===== src/rtl/ioa_defines.svh =====
// offsets, field positions, reset values and code ranges of the incline block
// assumes 6-bit byte addresses carried in the serial command word
`ifndef IOA_DEFINES_SVH
`define IOA_DEFINES_SVH
// ==========================================
// byte addresses (even byte = bits 7:0), command codes and reset value
`define IOA_OFS_SUPPLY 6'h02
`define IOA_OFS_AUX 6'h08
`define IOA_OFS_TEMP 6'h0A
`define IOA_OFS_INCL 6'h0C
`define IOA_OFS_INCL_SIGNED 6'h0E
`define IOA_OFS_TRIM 6'h18
`define IOA_OFS_LIM1 6'h20
`define IOA_OFS_LIM2 6'h22
`define IOA_OFS_WIN1 6'h24
`define IOA_OFS_WIN2 6'h26
`define IOA_OFS_SETUP 6'h28
`define IOA_OFS_CMD 6'h3E
`define IOA_CMD_NULL 8'h01
`define IOA_CMD_RESTORE 8'h02
`define IOA_REG_RESET 16'h0000
// ==========================================
// alarm setup fields, source codes, limit direction and flag bit
`define IOA_SETUP_LINE 0
`define IOA_SETUP_POL 1
`define IOA_SETUP_EN 2
`define IOA_SETUP_FILT 4
`define IOA_SETUP_SEL 8
`define IOA_SETUP_SLOPE 11
`define IOA_CH_STRIDE 4
`define IOA_LIM_DIR 15
`define IOA_FLAG_BIT 14
`define IOA_SEL_SUPPLY 3'b001
`define IOA_SEL_AUX 3'b100
`define IOA_SEL_TEMP 3'b101
`define IOA_SEL_FULL 3'b110
`define IOA_SEL_SIGNED 3'b111
// ==========================================
// inclination code ranges and last serial bit index
`define IOA_HALF 16'sd7200
`define IOA_TURN 16'sd14400
`define IOA_TURN_HALF 16'sd21600
`define IOA_TWO_TURNS 16'sd28800
`define IOA_LAST_BIT 5'd15
`endif


===== src/rtl/ioa_pkg.sv =====
// types shared by the incline offset and alarm block
// assumes ioa_defines.svh for all numeric constants
package ioa_pkg;
  // ==========================================
  // sensor words, 12-bit sources sit in bits 11:0
  typedef struct packed {
    logic [13:0] supply;
    logic [13:0] aux;
    logic [13:0] temp;
    logic [13:0] incl;
    logic [13:0] incl_signed;
  } ioa_src_type;
  // two auxiliary lines, oe_n low = driven
  typedef struct packed {
    logic [1:0] level;
    logic [1:0] oe_n;
  } ioa_pins_type;
  typedef enum logic {SPI_IDLE, SPI_SHIFT} ioa_spi_type;
  // ==========================================
  // whole state of the core
  typedef struct packed {
    ioa_spi_type spi;
    logic [2:0] sck_s;
    logic [2:0] cs_s;
    logic [1:0] mosi_s;
    logic [4:0] bit_cnt;
    logic [15:0] sh_in;
    logic [15:0] sh_out;
    logic [5:0] rd_addr;
    logic miso;
    logic [15:0] trim;
    logic [1:0][15:0] limit;
    logic [1:0][15:0] window;
    logic [15:0] setup;
    logic [1:0][13:0] ref_val;
    logic [1:0][7:0] cnt;
    logic [1:0] alarm;
    ioa_pins_type pins;
  } ioa_state_type;
endpackage


===== src/rtl/ioa_core.sv =====
// incline offset trim, two alarm channels and serial register port
// assumes sensor words and strobe on REF_CLK; serial pins are asynchronous
`timescale 1ns/10ps
`include "ioa_defines.svh"
module ioa_core (
  input wire logic REF_CLK,
  input wire logic RST_N,
  input wire logic SCLK,
  input wire logic CS_N,
  input wire logic MOSI,
  output logic MISO,
  input wire logic SAMPLE_STROBE,
  input ioa_pkg::ioa_src_type INST_DATA,
  input ioa_pkg::ioa_src_type FILT_DATA,
  input ioa_pkg::ioa_pins_type MISC_LINES,
  input ioa_pkg::ioa_pins_type GPIO_LINES,
  output ioa_pkg::ioa_pins_type AUX_LINES
);
  // ==========================================
  // helpers
  function automatic logic [13:0] wrap_full(input logic [13:0] v, input logic [13:0] t);
    logic [15:0] s;
    s = {2'b00, v} + {2'b00, t};
    if (s >= `IOA_TWO_TURNS) s = s - `IOA_TWO_TURNS;
    else if (s >= `IOA_TURN) s = s - `IOA_TURN;
    return s[13:0];
  endfunction

  function automatic logic [13:0] wrap_signed(input logic [13:0] v, input logic [13:0] t);
    logic signed [15:0] s;
    s = 16'($signed(v)) + $signed({2'b00, t});
    if (s >= `IOA_TURN_HALF) s = s - `IOA_TWO_TURNS;
    else if (s >= `IOA_HALF) s = s - `IOA_TURN;
    else if (s < -`IOA_HALF) s = s + `IOA_TURN;
    return s[13:0];
  endfunction

  function automatic ioa_pkg::ioa_src_type apply_trim(input ioa_pkg::ioa_src_type d,
                                                      input logic [13:0] t);
    ioa_pkg::ioa_src_type r;
    r = d;
    r.incl = wrap_full(d.incl, t);
    r.incl_signed = wrap_signed(d.incl_signed, t);
    return r;
  endfunction

  function automatic logic [13:0] pick(input logic [2:0] sel, input ioa_pkg::ioa_src_type d);
    case (sel)
      `IOA_SEL_SUPPLY: pick = d.supply;
      `IOA_SEL_AUX: pick = d.aux;
      `IOA_SEL_TEMP: pick = d.temp;
      `IOA_SEL_FULL: pick = d.incl;
      `IOA_SEL_SIGNED: pick = d.incl_signed;
      default: pick = '0;
    endcase
  endfunction

  function automatic logic [15:0] wr_byte(input logic [15:0] old, input logic hi,
                                          input logic [7:0] d);
    return hi ? {d, old[7:0]} : {old[15:8], d};
  endfunction

  function automatic logic [15:0] read_word(input logic [5:0] a,
                                            input ioa_pkg::ioa_state_type s,
                                            input ioa_pkg::ioa_src_type d);
    logic f;
    f = |s.alarm;
    case ({a[5:1], 1'b0})
      `IOA_OFS_SUPPLY: read_word = {1'b0, f, d.supply};
      `IOA_OFS_AUX: read_word = {1'b0, f, d.aux};
      `IOA_OFS_TEMP: read_word = {1'b0, f, d.temp};
      `IOA_OFS_INCL: read_word = {1'b0, f, d.incl};
      `IOA_OFS_INCL_SIGNED: read_word = {1'b0, f, d.incl_signed};
      `IOA_OFS_TRIM: read_word = s.trim;
      `IOA_OFS_LIM1: read_word = s.limit[0];
      `IOA_OFS_LIM2: read_word = s.limit[1];
      `IOA_OFS_WIN1: read_word = s.window[0];
      `IOA_OFS_WIN2: read_word = s.window[1];
      `IOA_OFS_SETUP: read_word = s.setup;
      default: read_word = '0;
    endcase
  endfunction

  // ==========================================
  // state
  ioa_pkg::ioa_state_type st;
  ioa_pkg::ioa_state_type next_st;
  ioa_pkg::ioa_src_type filt_t;
  ioa_pkg::ioa_src_type inst_t;
  logic sck_rise;
  logic sck_fall;
  logic [15:0] spi_word;
  logic [5:0] spi_addr;
  logic [7:0] spi_data;
  logic spi_wr;
  logic cmd_null;
  logic cmd_restore;
  logic [13:0] null_val;
  logic any_alarm;

  assign filt_t = apply_trim(FILT_DATA, st.trim[13:0]);
  assign inst_t = apply_trim(INST_DATA, st.trim[13:0]);
  assign sck_rise = st.sck_s[1] & ~st.sck_s[2];
  assign sck_fall = ~st.sck_s[1] & st.sck_s[2];
  assign spi_word = {st.sh_in[14:0], st.mosi_s[1]};
  assign spi_addr = spi_word[13:8];
  assign spi_data = spi_word[7:0];
  assign null_val = (FILT_DATA.incl == 14'h0000) ? 14'h0000
                    : 14'(`IOA_TURN - $signed({2'b00, FILT_DATA.incl}));
  assign any_alarm = |st.alarm;

  // ==========================================
  // next state
  always_comb begin
    logic [2:0] sel;
    logic sgn;
    logic [13:0] val;
    logic signed [23:0] cur;
    logic signed [23:0] lim;
    logic signed [23:0] delta;
    logic [7:0] win;
    logic [8:0] cnt_up;
    sel = '0;
    sgn = 1'b0;
    val = '0;
    cur = '0;
    lim = '0;
    delta = '0;
    win = '0;
    cnt_up = '0;
    next_st = st;
    spi_wr = 1'b0;
    cmd_null = 1'b0;
    cmd_restore = 1'b0;
    next_st.sck_s = {st.sck_s[1:0], SCLK};
    next_st.cs_s = {st.cs_s[1:0], CS_N};
    next_st.mosi_s = {st.mosi_s[0], MOSI};
    // serial frame: 16 bits, msb first, sampled on rising clock edge
    unique case (st.spi)
      ioa_pkg::SPI_IDLE: begin
        if (!st.cs_s[1]) begin
          next_st.spi = ioa_pkg::SPI_SHIFT;
          next_st.bit_cnt = '0;
          next_st.sh_out = read_word(st.rd_addr, st, filt_t);
        end
      end
      ioa_pkg::SPI_SHIFT: begin
        if (st.cs_s[1]) begin
          next_st.spi = ioa_pkg::SPI_IDLE;
        end else if (sck_rise) begin
          next_st.sh_in = spi_word;
          next_st.bit_cnt = st.bit_cnt + 5'd1;
          if (st.bit_cnt == `IOA_LAST_BIT) begin
            next_st.bit_cnt = '0;
            if (spi_word[15]) spi_wr = 1'b1;
            else next_st.rd_addr = spi_addr;
          end
        end else if (sck_fall) begin
          next_st.miso = st.sh_out[15];
          next_st.sh_out = {st.sh_out[14:0], 1'b0};
        end
      end
    endcase
    // byte writes
    if (spi_wr) begin
      case ({spi_addr[5:1], 1'b0})
        `IOA_OFS_TRIM: next_st.trim = wr_byte(st.trim, spi_addr[0], spi_data);
        `IOA_OFS_LIM1: next_st.limit[0] = wr_byte(st.limit[0], spi_addr[0], spi_data);
        `IOA_OFS_LIM2: next_st.limit[1] = wr_byte(st.limit[1], spi_addr[0], spi_data);
        `IOA_OFS_WIN1: if (!spi_addr[0]) next_st.window[0] = {8'h00, spi_data};
        `IOA_OFS_WIN2: if (!spi_addr[0]) next_st.window[1] = {8'h00, spi_data};
        `IOA_OFS_SETUP: next_st.setup = wr_byte(st.setup, spi_addr[0], spi_data);
        `IOA_OFS_CMD: begin
          cmd_null = !spi_addr[0] && spi_data == `IOA_CMD_NULL;
          cmd_restore = !spi_addr[0] && spi_data == `IOA_CMD_RESTORE;
        end
        default: ;
      endcase
    end
    if (cmd_null) next_st.trim = {2'b00, null_val};
    if (cmd_restore) next_st.trim = `IOA_REG_RESET;
    // alarm channels
    for (int i = 0; i < 2; i++) begin
      sel = st.setup[`IOA_SETUP_SEL + `IOA_CH_STRIDE * i +: 3];
      sgn = sel == `IOA_SEL_SIGNED;
      val = st.setup[`IOA_SETUP_FILT + i] ? pick(sel, filt_t) : pick(sel, inst_t);
      cur = sgn ? 24'($signed(val)) : 24'($signed({1'b0, val}));
      lim = sgn ? 24'($signed(st.limit[i][13:0])) : 24'($signed({1'b0, st.limit[i][13:0]}));
      win = (st.window[i][7:0] == 8'h00) ? 8'h01 : st.window[i][7:0];
      cnt_up = {1'b0, st.cnt[i]} + 9'd1;
      if (!(sel inside {`IOA_SEL_SUPPLY, `IOA_SEL_AUX, `IOA_SEL_TEMP, `IOA_SEL_FULL,
                        `IOA_SEL_SIGNED})) begin
        next_st.alarm[i] = 1'b0;
        next_st.cnt[i] = '0;
        next_st.ref_val[i] = val;
      end else if (SAMPLE_STROBE) begin
        if (!st.setup[`IOA_SETUP_SLOPE + `IOA_CH_STRIDE * i]) begin
          next_st.alarm[i] = st.limit[i][`IOA_LIM_DIR] ? cur > lim : cur < lim;
          next_st.cnt[i] = '0;
          next_st.ref_val[i] = val;
        end else if (cnt_up >= {1'b0, win}) begin
          delta = cur - (sgn ? 24'($signed(st.ref_val[i]))
                             : 24'($signed({1'b0, st.ref_val[i]})));
          lim = 24'($signed(st.limit[i][13:0])) * 24'($signed({1'b0, win}));
          next_st.alarm[i] = st.limit[i][`IOA_LIM_DIR] ? delta > lim : delta < lim;
          next_st.cnt[i] = '0;
          next_st.ref_val[i] = val;
        end else begin
          next_st.cnt[i] = cnt_up[7:0];
        end
      end
    end
    // auxiliary lines
    for (int i = 0; i < 2; i++) begin
      if (!MISC_LINES.oe_n[i]) begin
        next_st.pins.level[i] = MISC_LINES.level[i];
        next_st.pins.oe_n[i] = 1'b0;
      end else if (st.setup[`IOA_SETUP_EN] && st.setup[`IOA_SETUP_LINE] == i[0]) begin
        next_st.pins.level[i] = st.setup[`IOA_SETUP_POL] ? any_alarm : !any_alarm;
        next_st.pins.oe_n[i] = 1'b0;
      end else begin
        next_st.pins.level[i] = GPIO_LINES.level[i];
        next_st.pins.oe_n[i] = GPIO_LINES.oe_n[i];
      end
    end
  end

  always_ff @(posedge REF_CLK or negedge RST_N) begin
    if (!RST_N) begin
      st <= '0;
      st.sck_s <= 3'h7;
      st.cs_s <= 3'h7;
      st.pins.oe_n <= 2'h3;
    end else begin
      st <= next_st;
    end
  end

  assign MISO = st.miso;
  assign AUX_LINES = st.pins;

  // ==========================================
  // checks
  property p_byte;
    @(posedge REF_CLK) disable iff (!RST_N)
    spi_wr && spi_addr == `IOA_OFS_TRIM |=>
      st.trim[15:8] == $past(st.trim[15:8]) && st.trim[7:0] == $past(spi_data);
  endproperty
  a_byte: assert property (p_byte) else $error("low byte write disturbed high byte");

  property p_null;
    @(posedge REF_CLK) disable iff (!RST_N)
    cmd_null ##1 $stable(FILT_DATA.incl) |-> filt_t.incl == 14'h0000;
  endproperty
  a_null: assert property (p_null) else $error("null did not zero the output");

  property p_restore;
    @(posedge REF_CLK) disable iff (!RST_N)
    cmd_restore |=> st.trim == `IOA_REG_RESET && filt_t.incl == FILT_DATA.incl;
  endproperty
  a_restore: assert property (p_restore) else $error("restore left a trim");

  property p_range;
    @(posedge REF_CLK) disable iff (!RST_N)
    FILT_DATA.incl < 14'(`IOA_TURN) |-> filt_t.incl < 14'(`IOA_TURN);
  endproperty
  a_range: assert property (p_range) else $error("trimmed output out of range");

  property p_flag;
    @(posedge REF_CLK) disable iff (!RST_N)
    any_alarm |-> |(read_word(`IOA_OFS_INCL, st, filt_t) & (16'h0001 << `IOA_FLAG_BIT)) &&
                  |(read_word(`IOA_OFS_SUPPLY, st, filt_t) & (16'h0001 << `IOA_FLAG_BIT));
  endproperty
  a_flag: assert property (p_flag) else $error("alarm flag missing");

  property p_pin;
    @(posedge REF_CLK) disable iff (!RST_N)
    st.setup[`IOA_SETUP_EN] && !st.setup[`IOA_SETUP_LINE] && MISC_LINES.oe_n[0] |=>
      !AUX_LINES.oe_n[0] &&
      AUX_LINES.level[0] == ($past(st.setup[`IOA_SETUP_POL]) ~^ $past(any_alarm));
  endproperty
  a_pin: assert property (p_pin) else $error("alarm line wrong");

  property p_misc;
    @(posedge REF_CLK) disable iff (!RST_N)
    !MISC_LINES.oe_n[1] |=> !AUX_LINES.oe_n[1] && AUX_LINES.level[1] == $past(MISC_LINES.level[1]);
  endproperty
  a_misc: assert property (p_misc) else $error("misc claim lost");

  property p_off;
    @(posedge REF_CLK) disable iff (!RST_N)
    st.setup[10:8] == 3'b000 |=> !st.alarm[0];
  endproperty
  a_off: assert property (p_off) else $error("disabled alarm active");

  property p_thr;
    @(posedge REF_CLK) disable iff (!RST_N)
    SAMPLE_STROBE && st.setup[11:8] == {1'b0, `IOA_SEL_FULL} && !st.setup[`IOA_SETUP_FILT] &&
      st.limit[0][`IOA_LIM_DIR] && inst_t.incl > st.limit[0][13:0] |=> st.alarm[0];
  endproperty
  a_thr: assert property (p_thr) else $error("threshold alarm missed");

  property p_win;
    @(posedge REF_CLK) disable iff (!RST_N)
    st.setup[`IOA_SETUP_SLOPE] && st.window[0][7:0] != 8'h00 |-> st.cnt[0] < st.window[0][7:0];
  endproperty
  a_win: assert property (p_win) else $error("slope window overrun");
endmodule


===== config.mk =====
export PLATFORM = sky130hd
export DESIGN_NAME = ioa_core
export DESIGN_NICKNAME = d
export VERILOG_FILES = /design/src/rtl/ioa_pkg.sv /design/src/rtl/ioa_core.sv
export VERILOG_INCLUDE_DIRS = /design/src /design/src/rtl
export SDC_FILE = /design/constraint.sdc
export NUM_CORES = 1
export LEC_CHECK = 0
export BUFFER_PORTS_ARGS = -buffer_cell sky130_fd_sc_hd__buf_2
export CORE_ASPECT_RATIO = 2
export CORE_MARGIN = 4
export CORE_UTILIZATION = 42
export DETAILED_ROUTE_END_ITERATION = 12
export GPL_TIMING_DRIVEN = 0
export HOLD_SLACK_MARGIN = 0.06
export SETUP_SLACK_MARGIN = 0.05
export SLEW_MARGIN = 25
export SYNTH_ARGS = -nofsm -noshare
export SYNTH_HDL_FRONTEND = slang
export SYNTH_SLANG_ARGS = --single-unit

===== constraint.sdc =====
create_clock -name REF_CLK -period 17.2 [get_ports REF_CLK]
set_clock_uncertainty 0.05 [all_clocks]
set_input_delay 0.86 -clock REF_CLK [delete_from_list [all_inputs] [get_ports REF_CLK]]
set_output_delay 0.86 -clock REF_CLK [all_outputs]
set_load 0.005 [all_outputs]

# Yosys cells after proc, flatten, opt, wreduce, memory -nomap -nowiden

Cells that the tools add are included.

Bitwise gates (word level): 10
$lt $le $gt $ge: 20
Multiply operators: 2
Equality and inequality tests: 41
Reductions and logical operators: 32
Mux-type cells: 102
$add $sub $neg: 20

Operators by type and width:

| kind                                                                            | number |
|---|---|
| 14-bit 2-to-1 mux                                                               | 21 |
| 14-bit case mux with 5 select lines                                             | 4 |
| 16-bit 2-to-1 mux                                                               | 14 |
| 16-bit case mux with 11 select lines                                            | 1 |
| 24-bit 2-to-1 mux                                                               | 6 |
| 8-bit 2-to-1 mux                                                                | 13 |
| 96-bit 2-to-1 mux                                                               | 1 |
| 14-bit subtractor (second input constant)                                       | 4 |
| 5-bit equality test (second input constant)                                     | 11 |
| 24-bit by 23-bit > comparator with 1-bit output                                 | 2 |
| 24-bit > comparator                                                             | 2 |
| 24-bit by 23-bit less-than comparator with 1-bit output                         | 2 |
| 24-bit less-than comparator                                                     | 2 |
| 24-bit subtractor                                                               | 2 |
| 14-bit by 9-bit multiplier with 23-bit output                                   | 2 |
| 44-bit 2-to-1 mux                                                               | 1 |
| 3-bit AND reduction                                                             | 12 |
| 1-bit 2-to-1 mux                                                                | 33 |
| 14-bit by 15-bit adder with 16-bit output                                       | 2 |
| 16-bit by 14-bit >= comparator with 1-bit output (second input constant)        | 2 |
| 16-bit >= comparator (second input constant)                                    | 2 |
| 16-bit by 14-bit less-than comparator with 1-bit output (second input constant) | 2 |
| 16-bit case mux with 2 select lines                                             | 1 |
| 14-bit by 14-bit adder with 15-bit output                                       | 2 |
| 36 further kinds                                                                | 83 |

Register bits: 182
Bits of input ports: 154

# Longest topological paths before layout

Depth after elaboration: 15
Mapped depth: 39
Mapped depth without buffers: 38

# Worst setup path after synthesis

No wires, ideal clock.

Path kind: input-to-reg
Start point: in FILT_DATA[14] (netlist bit)
End point: reg st[5] (netlist bit)
Arrival: 7.381 ns
Path slack: 9.673 ns
Library setup time: 0.096 ns
Stages on the path: 37
Required time: 17.054 ns
Cells stage by stage: ha_1 > fa_1 > a211oi_1 > o21ai_0 > nand2_1 > xnor2_1 > inv_1 > ha_1 > nor4b_1 > o21ai_0 > o311ai_1 > nand2_1 > xnor2_1 > o221ai_1 > a21oi_1 > nor3_1 > ha_1 > inv_1 > o21ai_0 > a21oi_1 > o21bai_1 > a21oi_1 > o21ai_0 > nand2_1 > a21o_1 > ha_1 > a21o_1 > a21o_1 > a21oi_1 > nor2b_1 > o21ai_0 > nand2b_1 > a211oi_1 > a41oi_1 > mux2i_1 > mux2i_1 > o31ai_1

Word-level cells in the longest chain between the ends: 14

Ends and longest elaborated chain:

| element                                                                                                                    | RTL line        | RTL |
|---|---|---|
| from (decl)                                                                                                                | ioa_core.sv:14  | `input ioa_pkg::ioa_src_type FILT_DATA,` |
| 14-bit by 14-bit adder with 15-bit output (*)                                                                              | ioa_core.sv:23  | `s = {2'b00, v} + {2'b00, t};` |
| 14-bit subtractor (no line) or 15-bit by 14-bit >= comparator with 1-bit output (tied branches)                            | --              |  |
| 14-bit 2-to-1 mux                                                                                                          | ioa_core.sv:25  | `` else if (s >= `IOA_TURN) s = s - `IOA_TURN; `` |
| 14-bit 2-to-1 mux (*)                                                                                                      | ioa_core.sv:24  | `` if (s >= `IOA_TWO_TURNS) s = s - `IOA_TWO_TURNS; `` |
| 14-bit case mux with 5 select lines (*)                                                                                    | ioa_core.sv:48  | `case (sel)` |
| 14-bit 2-to-1 mux (*)                                                                                                      | ioa_core.sv:186 | `` val = st.setup[`IOA_SETUP_FILT + i] ? pick(sel, filt_t) : pick(sel, inst_t); `` |
| 24-bit 2-to-1 mux (*)                                                                                                      | ioa_core.sv:187 | `cur = sgn ? 24'($signed(val)) : 24'($signed({1'b0, val}));` |
| 24-bit subtractor                                                                                                          | ioa_core.sv:202 | `delta = cur - (sgn ? 24'($signed(st.ref_val[i]))` |
| 24-bit by 23-bit less-than comparator with 1-bit output or 24-bit by 23-bit > comparator with 1-bit output (tied branches) | ioa_core.sv:205 | `` next_st.alarm[i] = st.limit[i][`IOA_LIM_DIR] ? delta > lim : delta < lim; `` |
| 1-bit 2-to-1 mux                                                                                                           | ioa_core.sv:205 |  |
| 1-bit 2-to-1 mux                                                                                                           | ioa_core.sv:201 | `end else if (cnt_up >= {1'b0, win}) begin` |
| 1-bit 2-to-1 mux (*)                                                                                                       | ioa_core.sv:197 | `` if (!st.setup[`IOA_SETUP_SLOPE + `IOA_CH_STRIDE * i]) begin `` |
| 1-bit 2-to-1 mux (*)                                                                                                       | ioa_core.sv:196 | `end else if (SAMPLE_STROBE) begin` |
| 1-bit 2-to-1 mux (*)                                                                                                       | ioa_core.sv:191 | `` if (!(sel inside {`IOA_SEL_SUPPLY, `IOA_SEL_AUX, `IOA_SEL_TEMP, `IOA_SEL_FULL, `` |
| to (signal assigned)                                                                                                       | ioa_core.sv:235 | `st <= next_st;` |
| to (decl)                                                                                                                  | ioa_core.sv:86  | `ioa_pkg::ioa_state_type st;` |

Mark *: on every way between the ends. The rest lies on a longest branch, timed or not. The select of a mux whose other input is x is not followed.
A chain may end at the register's enable or synchronous reset.

# Worst setup path in the final report

Start point: reg st[130] (netlist bit)
End point: reg st[5] (netlist bit)

Word-level cells in the longest chain between the ends: 15

Ends and longest elaborated chain:

| element                                                                                                                        | RTL line        | RTL |
|---|---|---|
| 14-bit by 15-bit adder with 16-bit output                                                                                      | ioa_core.sv:31  | `s = 16'($signed(v)) + $signed({2'b00, t});` |
| 14-bit by 12-bit adder with 14-bit output (no line) or 16-bit by 14-bit less-than comparator with 1-bit output (tied branches) | --              |  |
| 14-bit 2-to-1 mux                                                                                                              | ioa_core.sv:34  | `` else if (s < -`IOA_HALF) s = s + `IOA_TURN; `` |
| 14-bit 2-to-1 mux                                                                                                              | ioa_core.sv:33  | `` else if (s >= `IOA_HALF) s = s - `IOA_TURN; `` |
| 14-bit 2-to-1 mux                                                                                                              | ioa_core.sv:32  | `` if (s >= `IOA_TURN_HALF) s = s - `IOA_TWO_TURNS; `` |
| 14-bit case mux with 5 select lines                                                                                            | ioa_core.sv:48  |  |
| 14-bit 2-to-1 mux (*)                                                                                                          | ioa_core.sv:186 |  |
| 24-bit 2-to-1 mux (*)                                                                                                          | ioa_core.sv:187 |  |
| 24-bit subtractor                                                                                                              | ioa_core.sv:202 |  |
| 24-bit by 23-bit less-than comparator with 1-bit output or 24-bit by 23-bit > comparator with 1-bit output (tied branches)     | ioa_core.sv:205 |  |
| 1-bit 2-to-1 mux                                                                                                               | ioa_core.sv:205 |  |
| 1-bit 2-to-1 mux                                                                                                               | ioa_core.sv:201 |  |
| 1-bit 2-to-1 mux (*)                                                                                                           | ioa_core.sv:197 |  |
| 1-bit 2-to-1 mux (*)                                                                                                           | ioa_core.sv:196 |  |
| 1-bit 2-to-1 mux (*)                                                                                                           | ioa_core.sv:191 |  |

Marked as above.

==> impl_metrics.csv <==
group,metric,value,unit
synth,synthTopCellsByArea,"dfrtp_1, fa_1, ha_1",
synth,synth_commonest_cells,"inv_1, nand2_1, ha_1",
synth,async_reset_ff_frac,1.00,
run_status,status,"finished, final reports clean",
global_route,antenna_found_initial,17,
synth,syn_nets,4078,
synth,yosysSeqAreaShare,0.162,
setup_path,reg2reg_from,"st[130]$_DFFE_PN0P_",
sta,worstMarginPinSlew,1.20,ns
cells_and_area,fillCellCount,6711,
drt,drt-vias-per-instance,6.07,
global_route,grt_pass1_wl,177,mm
cts,cts_tree,"yes",
global_route,first_global_vias,27800,
cts,htree_levels,4,
setup_path,cpMostUsedCell,"o21ai_0",
sta,post-route-min-period,9.95,ns
sta,slew_headroom,0.201,
cells_and_area,nets,4260,
cts,cts_buffer_depth,2,
synth,synth_mux_area_frac,0.0484,
cells_and_area,drive_gt1_frac,0.100,
setup_path,slowest_delay,0.94,ns
setup_path,cp_max_fo,7,
die,rows,133,
drt,ant_nets,0,
cts,cts_root_buf,"clkbuf_16",
cts,post-cts-setup-buffers,0,
die,start_util,0.424,
synth,synth-compound-area-share,0.224,
place,io_buffers,158,
sta,finalHoldViolCount,0,
sta,max_freq,101,MHz
place,place.detailed.hpwl,100,mm
hold_path,hp-class,"input port to asynchronous set/reset pin",
drt,drcViolationCount,0,
sta,setup_viol,0,
synth,synth_top_family_by_area,"adder cells",
synth,synth.avg_cell_area,8.11,um^2
drt,dr.first_iter.drc_count,1998,
synth,synthCells,3442,
synth,synth_fa_ha_area_frac,0.266,
cts,cts_resized,0,
power,p_int,746,uW
power,p_clk_frac,0.347,
drt,vias,27500,
drt,wl_per_cell,26.6,um
cts,numCtsBuffers,17,
synth,yosysUniqueCellTypes,98,
die,coreArea,65700,um^2
synth,ys_warn_count,0,
setup_path,slowest_stage,"o311ai_1",
cts,worstSkewPairLatency,0.47,ns
drt,finalWirelength,120,mm
synth,synth_most_common_cell,"inv_1",
setup_path,crit_type,"flop to flop",
cells_and_area,area_growth,9.70,%
power,vdd_ir_drop_max,0.0717,mV
power,power.switching,480,uW
setup_path,startpoint,"st[130]$_DFFE_PN0P_",
power,switching_share,0.392,
power,seqPwrFrac,0.360,
setup_path,required,17.51,ns
synth,synth_top_area_cell,"dfrtp_1",
drt,first_pass_iters,6,
cts,cts.sinks,180,
power,leakage,13.6,nW
die,die_w,190,um
sta,final.setup.tns,0,ns
synth,synth_edf_count,0,
sta,fin_crit_sh,0.578,
synth,ys.flop_type,"dfrtp_1",
synth,synth-seq-cells,180,
power,combinationalPowerShare,0.293,
cts,cts.clk_slew.worst_paths,0.09,ns
global_route,grt_max_degree,88,
global_route,gr-total-overflow,0,
setup_path,reg2reg_slack,7.25,ns
global_route,track_usage,0.336,
sta,rsz0062_at_grt,"no",
synth,yosys.area_share.simple,0.179,
die,io-pin-count,159,
cts,cts_hold_buf,0,
run,maxCapViolCount,0,
synth,synth_top_area_share,0.155,
power,powerDensity,40.0,nW/um^2
synth,synth_xor_area_frac,0.0449,
die,design.die.area,70900,um^2
setup_path,cp-end-kind,"flop",
die,die_h,372,um
synth,syn-cell-area,27900,um^2
place,gp_congestion,1.03,
setup_path,arrival,10.26,ns
power,power,1.23,mW
setup_path,cp-start-kind,"flop",
sta,slew_violations,0,
## critical path: cells and delay by family, from the launching register on
kind / cells / cell delay, ns
compound gates: 15 / 4.52
xor+xnor: 2 / 0.76
fa+ha+maj: 5 / 1.63
buf+inv: 2 / 0.22
flops: 1 / 0.64
mux: 2 / 0.34
simple gates: 7 / 1.69
## flip-flops by register name, indices dropped and copies added, names as in the netlist
register   flops
next_st        5
AUX_LINES      4
spi_addr       6
MISO           1
spi_data       8
st           154
spi_word       2
## layout by cell type, fill, tap and decap left out, drive strengths merged, types with 14 or more instances in the layout
cell	count
inv	403
a211oi	24
o221ai	16
nor3	65
a22oi	69
fa	186
ha	296
mux2i	37
nor4	19
or2	20
a21o	86
dfrtp	173
nand2b	34
or3	19
o21bai	17
a21boi	14
xnor2	96
nor2	271
and3	31
a221oi	39
nor2b	39
nand3	74
mux2	87
nand2	352
xor2	47
a31oi	25
nand4	35
o21ai	183
buf	194
and2	46
o21a	38
clkbuf	135
o211ai	34
a21oi	183
o31ai	26
## kinds of logic (layout without fill, tap and decap cells)
group / after synthesis / in the layout
and+or+nand+nor: 1055 / 1055
AOI/OAI and AO/OA: 907 / 907
buffers and inverters: 551 / 746
adders and majority gates: 482 / 482
DFF: 180 / 180
xor gates and xnor gates: 143 / 143
muxes: 124 / 124
other: 0 / 13
## metal layers
layer | vias to the layer above | share of wire | GRT usage
met5 | - | 0.00045 | 0
met4 | 8 | 0.11 | 0.299
met3 | 436 | 0.060 | 0.0545
met2 | 1159 | 0.49 | 0.588
met1 | 13400 | 0.33 | 0.342
li1 | 12500 | - | -
## area by class of cell
cell class	count	area, um^2	area share
multi-input combinational	2711	21300	0.697
tap	877	1100	0.0359
timing repair buffer	163	886	0.0289
clock inverter	15	200	0.00654
sequential	180	4510	0.147
antenna	13	32.5	0.00106
buffer	149	606	0.0198
clock buffer	17	425	0.0139
inverter	402	1510	0.0493
## worst paths after layout
path / to / cells past startpoint
worst max-delay path: st[5]$_DFFE_PN0P_ / 33
worst min-delay path: st[6]$_DFFE_PN0P_ / 1
worst max register to register: st[5]$_DFFE_PN0P_ / 33
worst min register to register: next_st[197]$_DFF_PN1_ / 0
max in group asynchronous: st[32]$_DFFE_PN0P_ / 2
min in group REF_CLK: next_st[197]$_DFF_PN1_ / 0
## per-stage QoR
stage	hold slack [ns]	std cells	cell area (um^2)	utilization	setup WS [ns]
3_5_place_dp	0.293	4482	29900	0.455	7.20
2_1_floorplan	0.281	3442	27900	-	9.67
5_1_grt	0.133	4515	30600	0.465	6.81
6_report	0.147	4527	30600	0.466	7.25
4_1_cts	0.129	4514	30600	0.465	7.23
3_3_place_gp	0.282	4477	29800	0.453	7.13
## power by group through the flow
stage	combinational (mW)	sequential [mW]	clock, mW
after global placement	0.344	0.450	0
final	0.359	0.442	0.425
after CTS	0.348	0.442	0.432
after detailed placement	0.346	0.450	0
after global routing	0.381	0.443	0.446
after floorplan	0.196	0.447	0
Note: power is estimated with default switching activity, not from simulation.
